`src/hw/mref_addr_defs.svh`:
```
// constants for the memory reference address generator
`ifndef MREF_ADDR_DEFS_SVH
`define MREF_ADDR_DEFS_SVH

// instruction word fields (bit 0 of the printed format is bit 15 here)
`define OPC_MSB        15
`define OPC_LSB        12
`define FLD_INDEX      11
`define FLD_INDIRECT   10
`define FLD_MAP        9
`define OFS_MSB        8
`define OFS_LSB        0

// opcodes routed to the augmented decoder
`define OPC_AUG_A      4'h0
`define OPC_AUG_B      4'hB
`define OPC_AUG_C      4'hF

// indirect address word fields
`define IND_INDEX      15
`define IND_INDIRECT   14
`define IND_ADR_MSB    13

// address geometry
`define ADR_W          15
`define PART_W         6
`define OFS_W          9
`define SIGN_BIT       15

// reset values
`define RESET_PC       15'h0000
`define RESET_WORD     16'h0000

// register port offsets
`define REG_CTRL       3'h0
`define REG_PC         3'h1
`define REG_BACC       3'h2
`define REG_HWIDX      3'h3
`define REG_STATUS     3'h4

`endif

```
`src/hw/mref_addr_pkg.sv`:
```
// types and shared arithmetic of the memory reference address generator
`include "mref_addr_defs.svh"

package mref_addr_pkg;

	typedef enum logic [2:0] {
		ST_FETCH = 3'b000,
		ST_FWAIT = 3'b001,
		ST_DECODE = 3'b010,
		ST_IWAIT = 3'b011,
		ST_EXEC = 3'b100
	} seq_state_t;

	// address plus index count, carry out of the address width dropped
	function automatic logic [14:0] index_add(input logic [14:0] base, input logic [14:0] count);
		logic [15:0] sum;
		sum       = {1'b0, base} + {1'b0, count};
		index_add = sum[14:0]; // the carry is cut on purpose
	endfunction : index_add

endpackage : mref_addr_pkg

```
`src/hw/instr_field_decode.sv`:
```
// splits the first instruction word into opcode, flags and offset
`timescale 1ns/10ps
`include "mref_addr_defs.svh"

module instr_field_decode
	import mref_addr_pkg::*;
(
	input  wire logic [15:0] i_word,
	output logic [3:0]       o_opcode,
	output logic             o_is_memref,
	output logic             o_index,
	output logic             o_indirect,
	output logic             o_map,
	output logic [8:0]       o_offset
);

	// field extraction
	assign o_opcode   = i_word[`OPC_MSB:`OPC_LSB];
	assign o_index    = i_word[`FLD_INDEX];
	assign o_indirect = i_word[`FLD_INDIRECT];
	assign o_map      = i_word[`FLD_MAP];
	assign o_offset   = i_word[`OFS_MSB:`OFS_LSB];

	// only three codes go to the augmented decoder, all else references memory
	assign o_is_memref = (o_opcode != `OPC_AUG_A) && (o_opcode != `OPC_AUG_B) && (o_opcode != `OPC_AUG_C);

endmodule : instr_field_decode

```
`src/hw/memory_reference_address_gen.sv`:
```
// instruction sequencing and effective address generation for memory reference words
//
// Overview of operation
// - advance program counter after each instruction
// - taken branch loads counter, then sequential again
// - 16-bit words, opcode in top four bits
// - codes 01-16 reference memory except 13
// - extract offset, index, indirect, partition flags
// - 512-word partitions: six high, nine low
// - partition bit zero forces partition zero
// - partition bit one takes counter's partition
// - 15-bit counter crosses partitions freely
// - index flag adds index count to address
// - index pointer picks B or hardware index
// - 15-bit index reaches all 32768 words
// - increment B by one, hardware index by 0-15
// - not negative after increment skips next
// - indirect flag makes address an address pointer
// - partition decode covers 16 to 64 partitions
// - indirect word: 14 bits plus counter MSB
// - indirect word index flag adds index count
// - indirect word indirect flag chains further
//
// The register addresses and strobed register access were chosen for this implementation.
`timescale 1ns/10ps
`include "mref_addr_defs.svh"

module memory_reference_address_gen
	import mref_addr_pkg::*;
(
	input  wire logic        I_CLK,
	input  wire logic        I_RESET_N,
	// core memory read port
	output logic             o_MEM_REQ,
	output logic [14:0]      o_MEM_ADDR,
	input  wire logic        i_MEM_ACK,
	input  wire logic [15:0] i_MEM_DATA,
	// execution side
	output logic             o_OP_VALID,
	output logic             o_OP_AUG,
	output logic [3:0]       o_OP_CODE,
	output logic [14:0]      o_OP_ADDR,
	output logic [15:0]      o_OP_WORD,
	input  wire logic        i_DONE,
	input  wire logic        i_JUMP,
	input  wire logic [14:0] i_JUMP_ADDR,
	input  wire logic        i_INC_B,
	input  wire logic        i_INC_X,
	input  wire logic [3:0]  i_INC_AMT,
	// register port
	input  wire logic [2:0]  i_REG_ADDR,
	input  wire logic [15:0] i_REG_WDATA,
	input  wire logic        i_REG_WR,
	input  wire logic        i_REG_RD,
	output logic [15:0]      o_REG_RDATA
);

	////////////////////////////////////////////////////////////////////////////
	// state

	// registered sequencer and datapath state
	seq_state_t  state_q;
	logic [14:0] pc_q;
	logic [15:0] ir_q;
	logic [14:0] ea_q;
	logic [14:0] mem_addr_q;
	logic [15:0] bacc_q;
	logic [15:0] hwidx_q;
	logic        idx_ptr_q;
	logic        op_aug_q;
	logic [15:0] rdata_q;

	// combinational decode and arithmetic
	logic [3:0]  opcode;
	logic        is_memref;
	logic        fld_index;
	logic        fld_indirect;
	logic        fld_map;
	logic [8:0]  fld_offset;
	logic [14:0] idx_count;
	logic [14:0] direct_addr;
	logic [14:0] ind_base;
	logic [14:0] ind_addr;
	logic [15:0] bacc_inc;
	logic [15:0] hwidx_inc;
	logic        skip;
	logic        done_ok;

	////////////////////////////////////////////////////////////////////////////
	// field decode and direct address

	instr_field_decode u_decode (
		.i_word      (ir_q),
		.o_opcode    (opcode),
		.o_is_memref (is_memref),
		.o_index     (fld_index),
		.o_indirect  (fld_indirect),
		.o_map       (fld_map),
		.o_offset    (fld_offset)
	);

	// index count is the low 15 bits of whichever register the pointer names
	// the sign bit never reaches the address, so counts stay within the space
	assign idx_count = idx_ptr_q ? hwidx_q[14:0] : bacc_q[14:0];

	partition_addr_merge u_merge (
		.i_offset (fld_offset),
		.i_map    (fld_map),
		.i_index  (fld_index),
		.i_pc     (pc_q),
		.i_count  (idx_count),
		.o_addr   (direct_addr)
	);

	// indirect word: counter MSB on top of its 14 address bits
	assign ind_base = {pc_q[14], i_MEM_DATA[`IND_ADR_MSB:0]};
	assign ind_addr = i_MEM_DATA[`IND_INDEX] ? index_add(ind_base, idx_count) : ind_base;

	////////////////////////////////////////////////////////////////////////////
	// index increment and skip test

	assign bacc_inc  = bacc_q + 16'h0001;
	assign hwidx_inc = hwidx_q + {12'h000, i_INC_AMT};
	assign done_ok   = (state_q == ST_EXEC) && i_DONE;

	// skip when the incremented register is not negative
	// only meaningful beside i_DONE; outside it the value goes unused
	always_comb begin
		skip = 1'b0;
		if (i_INC_B) begin
			skip = ~bacc_inc[`SIGN_BIT];
		end else if (i_INC_X) begin
			skip = ~hwidx_inc[`SIGN_BIT];
		end
	end

	////////////////////////////////////////////////////////////////////////////
	// sequencer

	// one fetch, then zero or more pointer reads, then wait for completion
	always_ff @(posedge I_CLK or negedge I_RESET_N) begin
		if (!I_RESET_N) begin
			state_q <= ST_FETCH;
		end else begin
			case (state_q)
				ST_FETCH: begin
					state_q <= ST_FWAIT;
				end
				ST_FWAIT: begin
					if (i_MEM_ACK) begin
						state_q <= ST_DECODE;
					end
				end
				ST_DECODE: begin
					if (is_memref && fld_indirect) begin
						state_q <= ST_IWAIT;
					end else begin
						state_q <= ST_EXEC;
					end
				end
				ST_IWAIT: begin
					// a chained word keeps the request up with the next address
					if (i_MEM_ACK && !i_MEM_DATA[`IND_INDIRECT]) begin
						state_q <= ST_EXEC;
					end
				end
				ST_EXEC: begin
					if (i_DONE) begin
						state_q <= ST_FETCH;
					end
				end
				default: begin
					state_q <= ST_FETCH;
				end
			endcase
		end
	end

	// memory address: counter for fetch, pointer for each indirect level
	// a chained pointer reuses the standing request, so memory sees no gap
	always_ff @(posedge I_CLK or negedge I_RESET_N) begin
		if (!I_RESET_N) begin
			mem_addr_q <= `RESET_PC;
		end else if (state_q == ST_FETCH) begin
			mem_addr_q <= pc_q;
		end else if (state_q == ST_DECODE && is_memref && fld_indirect) begin
			mem_addr_q <= direct_addr;
		end else if (state_q == ST_IWAIT && i_MEM_ACK && i_MEM_DATA[`IND_INDIRECT]) begin
			mem_addr_q <= ind_addr;
		end
	end

	// instruction register
	// loaded only on the fetch answer; pointer words never land here
	always_ff @(posedge I_CLK or negedge I_RESET_N) begin
		if (!I_RESET_N) begin
			ir_q <= `RESET_WORD;
		end else if (state_q == ST_FWAIT && i_MEM_ACK) begin
			ir_q <= i_MEM_DATA;
		end
	end

	// effective operand address and augmented marker
	// augmented words carry no address, so zero keeps the output quiet
	always_ff @(posedge I_CLK or negedge I_RESET_N) begin
		if (!I_RESET_N) begin
			ea_q     <= `RESET_PC;
			op_aug_q <= 1'b0;
		end else if (state_q == ST_DECODE) begin
			ea_q     <= is_memref ? direct_addr : 15'h0000;
			op_aug_q <= ~is_memref;
		end else if (state_q == ST_IWAIT && i_MEM_ACK) begin
			ea_q <= ind_addr;
		end
	end

	// program counter: jump target, or one plus an optional skip
	// wraps at the top of the space, as a 15-bit counter should
	always_ff @(posedge I_CLK or negedge I_RESET_N) begin
		if (!I_RESET_N) begin
			pc_q <= `RESET_PC;
		end else if (done_ok) begin
			if (i_JUMP) begin
				pc_q <= i_JUMP_ADDR;
			end else begin
				pc_q <= pc_q + (skip ? 15'h0002 : 15'h0001);
			end
		end
	end

	////////////////////////////////////////////////////////////////////////////
	// index registers and control

	// hardware increment wins over a port write in the same cycle
	always_ff @(posedge I_CLK or negedge I_RESET_N) begin
		if (!I_RESET_N) begin
			bacc_q <= `RESET_WORD;
		end else if (done_ok && i_INC_B) begin
			bacc_q <= bacc_inc;
		end else if (i_REG_WR && i_REG_ADDR == `REG_BACC) begin
			bacc_q <= i_REG_WDATA;
		end
	end

	// with both increments asked for, only the B accumulator moves
	always_ff @(posedge I_CLK or negedge I_RESET_N) begin
		if (!I_RESET_N) begin
			hwidx_q <= `RESET_WORD;
		end else if (done_ok && i_INC_X && !i_INC_B) begin
			hwidx_q <= hwidx_inc;
		end else if (i_REG_WR && i_REG_ADDR == `REG_HWIDX) begin
			hwidx_q <= i_REG_WDATA;
		end
	end

	// index pointer: 0 selects B, 1 the hardware index register
	always_ff @(posedge I_CLK or negedge I_RESET_N) begin
		if (!I_RESET_N) begin
			idx_ptr_q <= 1'b0;
		end else if (i_REG_WR && i_REG_ADDR == `REG_CTRL) begin
			idx_ptr_q <= i_REG_WDATA[0];
		end
	end

	////////////////////////////////////////////////////////////////////////////
	// register read, answered one cycle after the strobe
	// zero outside the answer cycle, so several ports can share an OR bus

	always_ff @(posedge I_CLK or negedge I_RESET_N) begin
		if (!I_RESET_N) begin
			rdata_q <= 16'h0000;
		end else if (i_REG_RD) begin
			if (i_REG_ADDR == `REG_CTRL) begin
				rdata_q <= {15'h0000, idx_ptr_q};
			end else if (i_REG_ADDR == `REG_PC) begin
				rdata_q <= {1'b0, pc_q};
			end else if (i_REG_ADDR == `REG_BACC) begin
				rdata_q <= bacc_q;
			end else if (i_REG_ADDR == `REG_HWIDX) begin
				rdata_q <= hwidx_q;
			end else if (i_REG_ADDR == `REG_STATUS) begin
				rdata_q <= {op_aug_q, state_q, 12'h000};
			end else begin
				rdata_q <= 16'h0000; // unmapped reads as zero
			end
		end else begin
			rdata_q <= 16'h0000;
		end
	end

	////////////////////////////////////////////////////////////////////////////
	// outputs

	// request held until the memory acknowledges
	assign o_MEM_REQ   = (state_q == ST_FWAIT) || (state_q == ST_IWAIT);
	assign o_MEM_ADDR  = mem_addr_q;
	assign o_OP_VALID  = (state_q == ST_EXEC);
	// operand outputs come from flops or fixed fields of the instruction register
	assign o_OP_AUG    = op_aug_q;
	assign o_OP_CODE   = opcode;
	assign o_OP_ADDR   = ea_q;
	assign o_OP_WORD   = ir_q;
	assign o_REG_RDATA = rdata_q;

endmodule : memory_reference_address_gen

```
`src/hw/partition_addr_merge.sv`:
```
// forms the direct 15-bit address from partition, offset and index
`timescale 1ns/10ps
`include "mref_addr_defs.svh"

module partition_addr_merge
	import mref_addr_pkg::*;
(
	input  wire logic [8:0]  i_offset,
	input  wire logic        i_map,
	input  wire logic        i_index,
	input  wire logic [14:0] i_pc,
	input  wire logic [14:0] i_count,
	output logic [14:0]      o_addr
);

	logic [5:0]  part;
	logic [14:0] base;

	// partition zero or the running instruction's partition
	assign part   = i_map ? i_pc[14:9] : 6'h00;
	assign base   = {part, i_offset};
	assign o_addr = i_index ? index_add(base, i_count) : base;

endmodule : partition_addr_merge

```
`config.mk`:
```
export PLATFORM = sky130hd
export DESIGN_NAME = memory_reference_address_gen
export DESIGN_NICKNAME = d
export VERILOG_FILES = /design/src/hw/mref_addr_pkg.sv /design/src/hw/instr_field_decode.sv /design/src/hw/memory_reference_address_gen.sv /design/src/hw/partition_addr_merge.sv
export VERILOG_INCLUDE_DIRS = /design/src /design/src/hw
export SDC_FILE = /design/constraint.sdc
export NUM_CORES = 1
export LEC_CHECK = 0
export BUFFER_PORTS_ARGS = -buffer_cell sky130_fd_sc_hd__buf_4
export CORE_MARGIN = 2
export CORE_UTILIZATION = 31
export CTS_CLUSTER_DIAMETER = 80
export DETAILED_ROUTE_END_ITERATION = 8
export PLACE_DENSITY_LB_ADDON = 0.08
export SLEW_MARGIN = 0
export SYNTH_ARGS = -nofsm -noshare
export SYNTH_HDL_FRONTEND = slang
export SYNTH_SLANG_ARGS = --single-unit
```
`constraint.sdc`:
```
create_clock -name I_CLK -period 8.3 [get_ports I_CLK]
set_clock_uncertainty 0.05 [all_clocks]
set_input_delay 0.83 -clock I_CLK [delete_from_list [all_inputs] [get_ports I_CLK]]
set_output_delay 0.83 -clock I_CLK [all_outputs]
set_load 0.01 [all_outputs]
```
==> report_table.html, run 1 <==
<table>
<tr><th>Metric</th><th>Value</th></tr>
<tr><th colspan="2">Status</th></tr>
<tr><td>Run status</td><td>complete, no violations</td></tr>
<tr><th colspan="2">Place</th></tr>
<tr><td>DP Area</td><td>0.009413 sq mm</td></tr>
<tr><td>Placed Cells</td><td>1384</td></tr>
<tr><td>Number of port buffers</td><td>approximately 130</td></tr>
<tr><td>Hpwl dp</td><td>approximately 23 mm</td></tr>
<tr><td>Global placement routability congestion</td><td>0.8756</td></tr>
<tr><th colspan="2">Finish</th></tr>
<tr><td>Diodes inserted</td><td>0</td></tr>
<tr><td>Area growth syn-to-layout</td><td>21.32%</td></tr>
<tr><td>Fraction of the core area covered by cells at the end of the flow</td><td>38.31%</td></tr>
<tr><td>Filler cells</td><td>approximately 2800</td></tr>
<tr><td>Final std cells w/o fill</td><td>1416</td></tr>
<tr><td>Most common library cell in the layout ignoring fill and taps</td><td>sky130_fd_sc_hd__buf_4</td></tr>
<tr><td>Most used cells in the layout excluding fill and tap cells</td><td>137 x sky130_fd_sc_hd__buf_4, 115 x sky130_fd_sc_hd__nor2_1, 114 x sky130_fd_sc_hd__dfrtp_1</td></tr>
<tr><td>Fraction of final layout cells sized beyond drive strength 1</td><td>21.55%</td></tr>
<tr><td>Total Nets Final</td><td>1169</td></tr>
<tr><td>Final Cell Area</td><td>between 0.009 and 0.01 sq mm</td></tr>
<tr><th colspan="2">Setup path</th></tr>
<tr><td>Reg2Reg Launch Point</td><td>hwidx_q[1]$_DFFE_PN0P_</td></tr>
<tr><td>Worst Setup SP</td><td>i_INC_AMT[3]</td></tr>
<tr><td>Element type at the critical path start</td><td>input port</td></tr>
<tr><td>Worst path cell trace</td><td>buf_4, ha_1, a21o_1, a2bb2oi_1, o31ai_1, a31o_2, inv_1, nand2_1, fa_1, nor2b_1, and3_1, and2_1, nand3_1, nor3_1, a21oi_1, o21ai_0</td></tr>
<tr><td>CP endpoint kind</td><td>register</td></tr>
<tr><td>Endpoint required time on the critical path</td><td>8.58 ns</td></tr>
<tr><td>Delay of the slowest cell on the worst path</td><td>0.58 ns</td></tr>
<tr><td>Class of the most critical setup path</td><td>in2reg</td></tr>
<tr><td>Data arrival at the endpoint of the critical path</td><td>4.32 ns</td></tr>
<tr><td>Slowest cell on crit path</td><td>sky130_fd_sc_hd__a2bb2oi_1</td></tr>
<tr><td>Maximum fanout encountered on the critical timing path</td><td>7</td></tr>
<tr><th colspan="2">Floorplan</th></tr>
<tr><td>Floorplan die height</td><td>166.9 um</td></tr>
<tr><td>Initial core utilization</td><td>31.57%</td></tr>
<tr><td>Core Rows</td><td>about 60</td></tr>
<tr><td>X dimension of the die</td><td>between 150 and 200 um</td></tr>
<tr><td>Count of boundary I/O pins</td><td>132</td></tr>
<tr><td>Die area</td><td>0.02786 sq mm</td></tr>
<tr><td>Core area</td><td>0.02606 sq mm</td></tr>
<tr><th colspan="2">STA</th></tr>
<tr><td>Final worst path period need</td><td>4.040 ns</td></tr>
<tr><td>Number of endpoints with negative hold slack in the final report</td><td>0</td></tr>
<tr><td>Worst-case headroom to the max-slew limit</td><td>41.19%</td></tr>
<tr><td>Worst hold slack across all endpoints</td><td>~0.42 ns</td></tr>
<tr><td>Setup violations, final</td><td>0</td></tr>
<tr><td>Sum of negative setup slack</td><td>0 ns</td></tr>
<tr><td>Peak Freq</td><td>247.5 MHz</td></tr>
<tr><td>RSZ-0062 raised after global routing</td><td>no</td></tr>
<tr><td>Actual transition at the worst max-transition pin</td><td>0.8789 ns</td></tr>
<tr><td>Final cycle utilization of the critical path</td><td>48.67%</td></tr>
<tr><td>Final Slew Violations</td><td>0</td></tr>
<tr><th colspan="2">Yosys</th></tr>
<tr><td>Synth Net Count</td><td>about 1100</td></tr>
<tr><td>Post-synth top area share</td><td>34.67%</td></tr>
<tr><td>Compound-Gate Fraction of Synth Area</td><td>25.43%</td></tr>
<tr><td>Combined area of all synthesized cells</td><td>0.008228 sq mm</td></tr>
<tr><td>Area contributors post-synth</td><td>sky130_fd_sc_hd__dfrtp_1 35%, sky130_fd_sc_hd__mux2_2 5.9%, sky130_fd_sc_hd__nor2_1 5.2%</td></tr>
<tr><td>Largest family of logic cells by synthesized area</td><td>compound AO/OA/AOI/OAI gates</td></tr>
<tr><td>Post-synthesis xor/xnor area fraction</td><td>roughly 1.9%</td></tr>
<tr><td>Avg Synthesized Cell Area</td><td>8.500 sq um</td></tr>
<tr><td>Total number of yosys warnings</td><td>0</td></tr>
<tr><td>Count of unique library cells instantiated by Yosys</td><td>78</td></tr>
<tr><td>Register bit total from synthesis</td><td>roughly 110</td></tr>
<tr><td>Synthesized instance count</td><td>968</td></tr>
<tr><td>Sequential share of the synthesized area</td><td>34.67%</td></tr>
<tr><td>Multiplexer share of the synthesized area</td><td>8.227%</td></tr>
<tr><td>Simple logic cell fraction of the synthesized area</td><td>19.31%</td></tr>
<tr><td>Main flop type after synthesis</td><td>sky130_fd_sc_hd__dfrtp_1</td></tr>
<tr><td>Post-synthesis cell type with the largest combined area</td><td>sky130_fd_sc_hd__dfrtp_1</td></tr>
<tr><td>Share of flip-flops with an asynchronous set or reset after synthesis</td><td>100.0%</td></tr>
<tr><td>Synthesized-area fraction occupied by adder cells</td><td>6.144%</td></tr>
<tr><td>Number of synthesized flops with an enable pin</td><td>0</td></tr>
<tr><th colspan="2">Clock network</th></tr>
<tr><td>TritonCTS Buffers</td><td>17</td></tr>
<tr><td>CTS Hold Bufs</td><td>0</td></tr>
<tr><td># resized after CTS</td><td>0</td></tr>
<tr><td>Root Driver</td><td>sky130_fd_sc_hd__clkbuf_16</td></tr>
<tr><td>H-Tree Level Count</td><td>4</td></tr>
<tr><td>Clock Pin Slew Worst Setup and Hold Paths</td><td>around 0.06 ns</td></tr>
<tr><td>CTS tree</td><td>built</td></tr>
<tr><td>Setup Buffers After CTS</td><td>0</td></tr>
<tr><td>Clk Latency, worst-skew pair</td><td>~0.43 ns</td></tr>
<tr><td>Total number of clock tree sinks</td><td>between 100 and 150</td></tr>
<tr><td>Bufs on Longest Clock Path</td><td>2</td></tr>
<tr><th colspan="2">GRT</th></tr>
<tr><td>Number of antenna violations at the first check in global routing</td><td>0</td></tr>
<tr><td>Global-route usage over all layers</td><td>22.17%</td></tr>
<tr><td>Number of global-route vias before repair</td><td>7711</td></tr>
<tr><td>First-pass GRT wire length</td><td>47.08 mm</td></tr>
<tr><td>Pin count of the biggest net entering global routing</td><td>60</td></tr>
<tr><td>Global route overflow</td><td>0</td></tr>
<tr><th colspan="2">Route</th></tr>
<tr><td>Starting DRT DRC Count</td><td>706</td></tr>
<tr><td>Final Routed Wirelength</td><td>approximately 31 mm</td></tr>
<tr><td>Vias per cell</td><td>5.617</td></tr>
<tr><td>Routed len/inst</td><td>21.98 um</td></tr>
<tr><td>Remaining antenna violation count after routing</td><td>0</td></tr>
<tr><td>Total via count in the routed design</td><td>around 8000</td></tr>
<tr><td>TritonRoute pass-1 iters</td><td>5</td></tr>
<tr><td>Detailed-route DRC error count</td><td>0</td></tr>
<tr><th colspan="2">Power and ir drop</th></tr>
<tr><td>Sw Ratio</td><td>46.63%</td></tr>
<tr><td>Internal power</td><td>0.002072 W</td></tr>
<tr><td>Proportion of power drawn by combinational gates</td><td>between 50% and 60%</td></tr>
<tr><td>Part of the power in registers</td><td>28.4%</td></tr>
<tr><td>Ratio of total power to cell area</td><td>388.9 mW/mm^2</td></tr>
<tr><td>Static Leakage</td><td>4.370 nW</td></tr>
<tr><td>Reported net switching power</td><td>0.001810 W</td></tr>
<tr><td>Clock network fraction of design power</td><td>18.9%</td></tr>
<tr><td>Maximum VDD drop</td><td>approximately 0.00015 V</td></tr>
<tr><th colspan="2">Min path</th></tr>
<tr><td>Worst min-delay path startpoint</td><td>o_OP_ADDR[4]$_DFFE_PN0P_</td></tr>
<tr><td>Type of the tightest min-delay check</td><td>reg2reg</td></tr>
<tr><th colspan="2">Run</th></tr>
<tr><td>Number of maximum-capacitance constraint violations</td><td>0</td></tr>
</table>
-- worst max-delay path: cells and delay by family --
kind | cells | cell delay [ns]
AOI/OAI and AO/OA | 6 | 1.49
adders and majority gates | 2 | 0.75
buffers and inverters | 2 | 0.22
and+or+nand+nor | 6 | 1.01
-- routing by layer --
| layer | global-route usage [%] | wire length, um |
|---|---|---|
| met1 | 30.79 | 14430 |
| met4 | 8.546 | 1012 |
| met3 | 2.828 | 1181 |
| met5 | 0 | 0 |
| met2 | 35.14 | 14500 |
-- state kept, by name, indices dropped and copies added (netlist names) --
register / cells
o_OP_WORD: 16
idx_ptr_q: 1
o_REG_RDATA: 16
o_OP_AUG: 1
state_q: 3
pc_q: 15
hwidx_q: 16
o_OP_ADDR: 15
o_MEM_ADDR: 15
bacc_q: 16
-- path summary, 6_finish.rpt --
path                                       endpoint  slack [ns]  depth (start not counted)
min                        o_OP_ADDR[4]$_DFFE_PN0P_        0.42                          2
max                            pc_q[14]$_DFFE_PN0P_        4.26                         16
max reg2reg                    pc_q[14]$_DFFE_PN0P_        4.31                         15
min in group asynchronous  o_OP_WORD[3]$_DFFE_PN0P_        0.45                          1
max in group asynchronous    state_q[1]$_DFFE_PN0P_        6.44                          2
min reg2reg                o_OP_ADDR[4]$_DFFE_PN0P_        0.42                          2
-- layout make-up --
class / instances / area (sq um) / area share [%]
clock buffers: 18 / 439.2 / 4.400
clock inverters: 14 / 130.1 / 1.304
inverters: 23 / 86.33 / 0.8649
multi-input cells: 775 / 5026 / 50.35
flip-flops and latches: 114 / 2853 / 28.58
well taps: 335 / 419.2 / 4.199
repair buffers: 137 / 1028 / 10.30
-- logic make-up (layout without fill, tap and decap cells) --
kind of cell	after synthesis	count (layout)
AO/OA/AOI/OAI	319	319
XOR/XNOR	18	18
adder cells (fa/ha/maj)	38	38
buffers and inverters	79	192
flip-flops	114	114
multiplexers	61	61
AND/OR/NAND/NOR	339	339
-- Yosys cell counts (11+ instances only) --
| cell | number |
|---|---|
| sky130_fd_sc_hd__a211oi_1 | 24 |
| sky130_fd_sc_hd__a21o_1 | 16 |
| sky130_fd_sc_hd__a21oi_1 | 78 |
| sky130_fd_sc_hd__a22oi_1 | 13 |
| sky130_fd_sc_hd__a31oi_1 | 18 |
| sky130_fd_sc_hd__and2_1 | 13 |
| sky130_fd_sc_hd__and3_1 | 15 |
| sky130_fd_sc_hd__clkbuf_1 | 39 |
| sky130_fd_sc_hd__dfrtp_1 | 114 |
| sky130_fd_sc_hd__ha_1 | 34 |
| sky130_fd_sc_hd__inv_1 | 23 |
| sky130_fd_sc_hd__mux2_2 | 43 |
| sky130_fd_sc_hd__mux2i_1 | 17 |
| sky130_fd_sc_hd__nand2_1 | 96 |
| sky130_fd_sc_hd__nand3_1 | 20 |
| sky130_fd_sc_hd__nor2_1 | 115 |
| sky130_fd_sc_hd__nor2b_1 | 11 |
| sky130_fd_sc_hd__nor3_1 | 18 |
| sky130_fd_sc_hd__o21a_1 | 11 |
| sky130_fd_sc_hd__o21ai_0 | 77 |
-- power groups by stage --
stage	Sequential, W	Combinational [W]	Clock [W]
floorplan	0.000989	0.00137	0
global placement	0.00111	0.00204	0
detailed placement	0.00111	0.00204	0
CTS	0.00110	0.00205	0.000742
global route	0.00114	0.00226	0.000769
finish	0.00110	0.00205	0.000733
-- metrics by stage --
stage               setup WS (ns)  total power [W]
floorplan                   4.488         0.002358
global placement            3.956         0.003151
detailed placement          3.837         0.003150
CTS                         4.265         0.003897
global route                3.863         0.004165
finish                      4.260         0.003882
(Power assumes the default switching activity.)
==> run 2: changes to the inputs <==
==> constraint.sdc (replaced) <==
create_clock -name I_CLK -period 4.1 [get_ports I_CLK]
set_clock_uncertainty 0.05 [all_clocks]
set_input_delay 0.41 -clock I_CLK [delete_from_list [all_inputs] [get_ports I_CLK]]
set_output_delay 0.41 -clock I_CLK [all_outputs]
set_load 0.01 [all_outputs]
==> run 2 against run 1 <==
The run now ends with hold timing left. Largest cell class unchanged. Wire length hardly changed. Largest power group unchanged. Non-clock buffer count increased by 16. Sequential power up 94%. First-iteration DRC count decreased by 18%. Cell area rose by 1.3%. Critical path type is now reg2reg. Sequential share of layout area down 0.37 points. Setup slack got worse by 3.9 ns. Die area unchanged.
==> report_table.html, run 2 (synthesis results as in run 1) <==
<table>
<tr><th>Metric</th><th>Value</th></tr>
<tr><th colspan="2">Floorplan</th></tr>
<tr><td>Die area</td><td>0.02786 sq mm (unchanged)</td></tr>
<tr><td>Initial core utilization</td><td>31.57% (unchanged)</td></tr>
<tr><td>Count of boundary I/O pins</td><td>132 (unchanged)</td></tr>
<tr><td>Floorplan die height</td><td>166.9 um (unchanged)</td></tr>
<tr><td>Core area</td><td>0.02606 sq mm (unchanged)</td></tr>
<tr><td>X dimension of the die</td><td>166.9 um (unchanged)</td></tr>
<tr><td>Core Rows</td><td>59 (unchanged)</td></tr>
<tr><th colspan="2">Power and ir drop</th></tr>
<tr><td>Part of the power in registers</td><td>26.8% (-1.6 points)</td></tr>
<tr><td>Static Leakage</td><td>4.455 nW (+1.9%)</td></tr>
<tr><td>Internal power</td><td>0.004345 W (+110%)</td></tr>
<tr><td>Sw Ratio</td><td>45.46% (-1.2 points)</td></tr>
<tr><td>Clock network fraction of design power</td><td>18.9% (about the same)</td></tr>
<tr><td>Maximum VDD drop</td><td>0.0003618 V (+140%)</td></tr>
<tr><td>Reported net switching power</td><td>0.003623 W (+100%)</td></tr>
<tr><td>Proportion of power drawn by combinational gates</td><td>54.4% (+1.7 points)</td></tr>
<tr><td>Ratio of total power to cell area</td><td>787.9 mW/mm^2 (+100%)</td></tr>
<tr><th colspan="2">Route</th></tr>
<tr><td>Starting DRT DRC Count</td><td>577 (-18%)</td></tr>
<tr><td>Final Routed Wirelength</td><td>31.13 mm (about the same)</td></tr>
<tr><td>Routed len/inst</td><td>21.76 um (-1.0%)</td></tr>
<tr><td>Detailed-route DRC error count</td><td>0 (unchanged)</td></tr>
<tr><td>TritonRoute pass-1 iters</td><td>5 (unchanged)</td></tr>
<tr><td>Total via count in the routed design</td><td>7935 (-0.24%)</td></tr>
<tr><td>Remaining antenna violation count after routing</td><td>0 (unchanged)</td></tr>
<tr><td>Vias per cell</td><td>5.545 (-1.3%)</td></tr>
<tr><th colspan="2">STA</th></tr>
<tr><td>Number of endpoints with negative hold slack in the final report</td><td>8 (+8)</td></tr>
<tr><td>Actual transition at the worst max-transition pin</td><td>0.8867 ns (+0.007808 ns)</td></tr>
<tr><td>Setup violations, final</td><td>0 (unchanged)</td></tr>
<tr><td>Worst hold slack across all endpoints</td><td>-0.02857 ns (-0.4485 ns)</td></tr>
<tr><td>RSZ-0062 raised after global routing</td><td>no</td></tr>
<tr><td>Worst-case headroom to the max-slew limit</td><td>40.67% (-0.52 points)</td></tr>
<tr><td>Final worst path period need</td><td>3.729 ns</td></tr>
<tr><td>Final Slew Violations</td><td>0 (unchanged)</td></tr>
<tr><td>Final cycle utilization of the critical path</td><td>90.95%</td></tr>
<tr><td>Peak Freq</td><td>268.2 MHz</td></tr>
<tr><td>Sum of negative setup slack</td><td>0 ns (unchanged)</td></tr>
<tr><th colspan="2">GRT</th></tr>
<tr><td>First-pass GRT wire length</td><td>47.38 mm (+0.65%)</td></tr>
<tr><td>Global route overflow</td><td>0 (unchanged)</td></tr>
<tr><td>Global-route usage over all layers</td><td>22.37% (+0.20 points)</td></tr>
<tr><td>Number of global-route vias before repair</td><td>7751 (+0.52%)</td></tr>
<tr><td>Pin count of the biggest net entering global routing</td><td>50 (-17%)</td></tr>
<tr><td>Number of antenna violations at the first check in global routing</td><td>0 (unchanged)</td></tr>
<tr><th colspan="2">Place</th></tr>
<tr><td>Hpwl dp</td><td>23.57 mm (+0.78%)</td></tr>
<tr><td>Global placement routability congestion</td><td>0.8766 (+0.11%)</td></tr>
<tr><td>Number of port buffers</td><td>131 (unchanged)</td></tr>
<tr><th colspan="2">Setup path</th></tr>
<tr><td>Maximum fanout encountered on the critical timing path</td><td>5 (-2)</td></tr>
<tr><td>Element type at the critical path start</td><td>register</td></tr>
<tr><td>Endpoint required time on the critical path</td><td>4.39 ns (-4.19 ns)</td></tr>
<tr><td>Class of the most critical setup path</td><td>reg2reg</td></tr>
<tr><td>Data arrival at the endpoint of the critical path</td><td>4.01 ns (-0.31 ns)</td></tr>
<tr><td>CP endpoint kind</td><td>register</td></tr>
<tr><th colspan="2">Clock network</th></tr>
<tr><td>Setup Buffers After CTS</td><td>0 (unchanged)</td></tr>
<tr><td>H-Tree Level Count</td><td>4 (unchanged)</td></tr>
<tr><td>Root Driver</td><td>sky130_fd_sc_hd__clkbuf_16</td></tr>
<tr><td>CTS Hold Bufs</td><td>0 (unchanged)</td></tr>
<tr><td>Bufs on Longest Clock Path</td><td>2 (unchanged)</td></tr>
<tr><td>Clk Latency, worst-skew pair</td><td>0.43 ns (about the same)</td></tr>
<tr><td>Total number of clock tree sinks</td><td>114 (unchanged)</td></tr>
<tr><td>Clock Pin Slew Worst Setup and Hold Paths</td><td>0.06 ns (about the same)</td></tr>
<tr><td>TritonCTS Buffers</td><td>17 (unchanged)</td></tr>
<tr><td>CTS tree</td><td>built</td></tr>
<tr><td># resized after CTS</td><td>0 (unchanged)</td></tr>
<tr><th colspan="2">Min path</th></tr>
<tr><td>Type of the tightest min-delay check</td><td>in2async</td></tr>
<tr><th colspan="2">Run</th></tr>
<tr><td>Number of maximum-capacitance constraint violations</td><td>0 (unchanged)</td></tr>
<tr><th colspan="2">Status</th></tr>
<tr><td>Run status</td><td>finished, violations left</td></tr>
<tr><td>Failing checks</td><td>hold timing</td></tr>
<tr><th colspan="2">Finish</th></tr>
<tr><td>Most used cells in the layout excluding fill and tap cells</td><td>153 x sky130_fd_sc_hd__buf_4, 115 x sky130_fd_sc_hd__nor2_1, 114 x sky130_fd_sc_hd__dfrtp_1</td></tr>
<tr><td>Most common library cell in the layout ignoring fill and taps</td><td>sky130_fd_sc_hd__buf_4</td></tr>
<tr><td>Total Nets Final</td><td>1185 (+1.4%)</td></tr>
<tr><td>Filler cells</td><td>2761 (+0.36%)</td></tr>
<tr><td>Diodes inserted</td><td>0 (unchanged)</td></tr>
<tr><td>Area growth syn-to-layout</td><td>22.92%</td></tr>
<tr><td>Fraction of final layout cells sized beyond drive strength 1</td><td>22.45% (+0.89 points)</td></tr>
</table>
-- run 2: cell types whose count changed in the layout (fill, tap and decap cells not counted), sizes merged --
cell / before / now
bufinv: 1 / 2
buf: 137 / 153
clkinvlp: 4 / 3
clkinv: 5 / 4
clkbuf: 18 / 22
inv: 27 / 23
-- run 2: worst paths after layout --
| path | to | depth (start not counted) | slack (ns) | from |
|---|---|---|---|---|
| min reg2reg | o_OP_ADDR[4]$_DFFE_PN0P_ | 2 | 0.42 | o_OP_ADDR[4]$_DFFE_PN0P_ |
| max reg2reg | pc_q[14]$_DFFE_PN0P_ | 15 | 0.37 | hwidx_q[3]$_DFFE_PN0P_ |
| min | o_OP_WORD[11]$_DFFE_PN0P_ | 1 | -0.03 | I_RESET_N |
| min in group I_CLK | bacc_q[15]$_DFFE_PN0P_ | 2 | 0.17 | i_REG_WDATA[15] |
| max | pc_q[14]$_DFFE_PN0P_ | 15 | 0.37 | hwidx_q[3]$_DFFE_PN0P_ |
| max in group asynchronous | hwidx_q[14]$_DFFE_PN0P_ | 2 | 2.98 | I_RESET_N |
-- run 2: final cells by class --
cell class,instances,area [sq um],share of cell area [%]
multi-input combinational,775,5026,49.70
sequential,114,2853,28.21
timing repair buffer,153,1149,11.36
clock buffer,22,474.2,4.689
tap,335,419.2,4.145
clock inverter,9,106.4,1.052
inverter,23,86.33,0.8536
-- run 2: power groups by stage --
stage,clock network [W],registers (W),logic [W]
after floorplan,0,0.00200,0.00277
after global placement,0,0.00214,0.00431
after detailed placement,0,0.00215,0.00431
after CTS,0.00153,0.00213,0.00435
after global routing,0.00158,0.00221,0.00476
final,0.00150,0.00213,0.00433
-- run 2: stage by stage --
stage	area, sq um	utilization [%]	total power (W)	setup slack (ns)	std cells
6_report	10110	38.81	0.007968	0.3710	1431
5_1_grt	10110	38.81	0.008547	0.07653	1431
4_1_cts	10110	38.81	0.008003	0.3857	1431
3_5_place_dp	9533	36.58	0.006459	0.3220	1400
3_3_place_gp	9533	36.58	0.006453	0.3366	1400
2_1_floorplan	8228	-	0.004774	0.6589	968
-- run 2: worst max-delay path, stage by stage, from the launching register on --
cell                        delay (ns)
sky130_fd_sc_hd__dfrtp_1          0.41
sky130_fd_sc_hd__ha_1             0.36
sky130_fd_sc_hd__nand3_1          0.09
sky130_fd_sc_hd__a2bb2oi_1        0.18
sky130_fd_sc_hd__or4_4            0.51
sky130_fd_sc_hd__a31o_2           0.28
sky130_fd_sc_hd__inv_1            0.11
sky130_fd_sc_hd__nand2_1          0.08
sky130_fd_sc_hd__fa_1             0.42
sky130_fd_sc_hd__nor2b_1          0.20
sky130_fd_sc_hd__and3_1           0.24
sky130_fd_sc_hd__and2_1           0.24
sky130_fd_sc_hd__nand3_1          0.10
sky130_fd_sc_hd__nor3_1           0.15
sky130_fd_sc_hd__a21oi_1          0.06
sky130_fd_sc_hd__o21ai_0          0.14
-- run 2: routing by layer --
layer  GRT usage (%)  wire (um)
met5               0          0
met4           8.771       1116
met3           3.446       1472
met2           35.36      14370
met1           30.72      14180
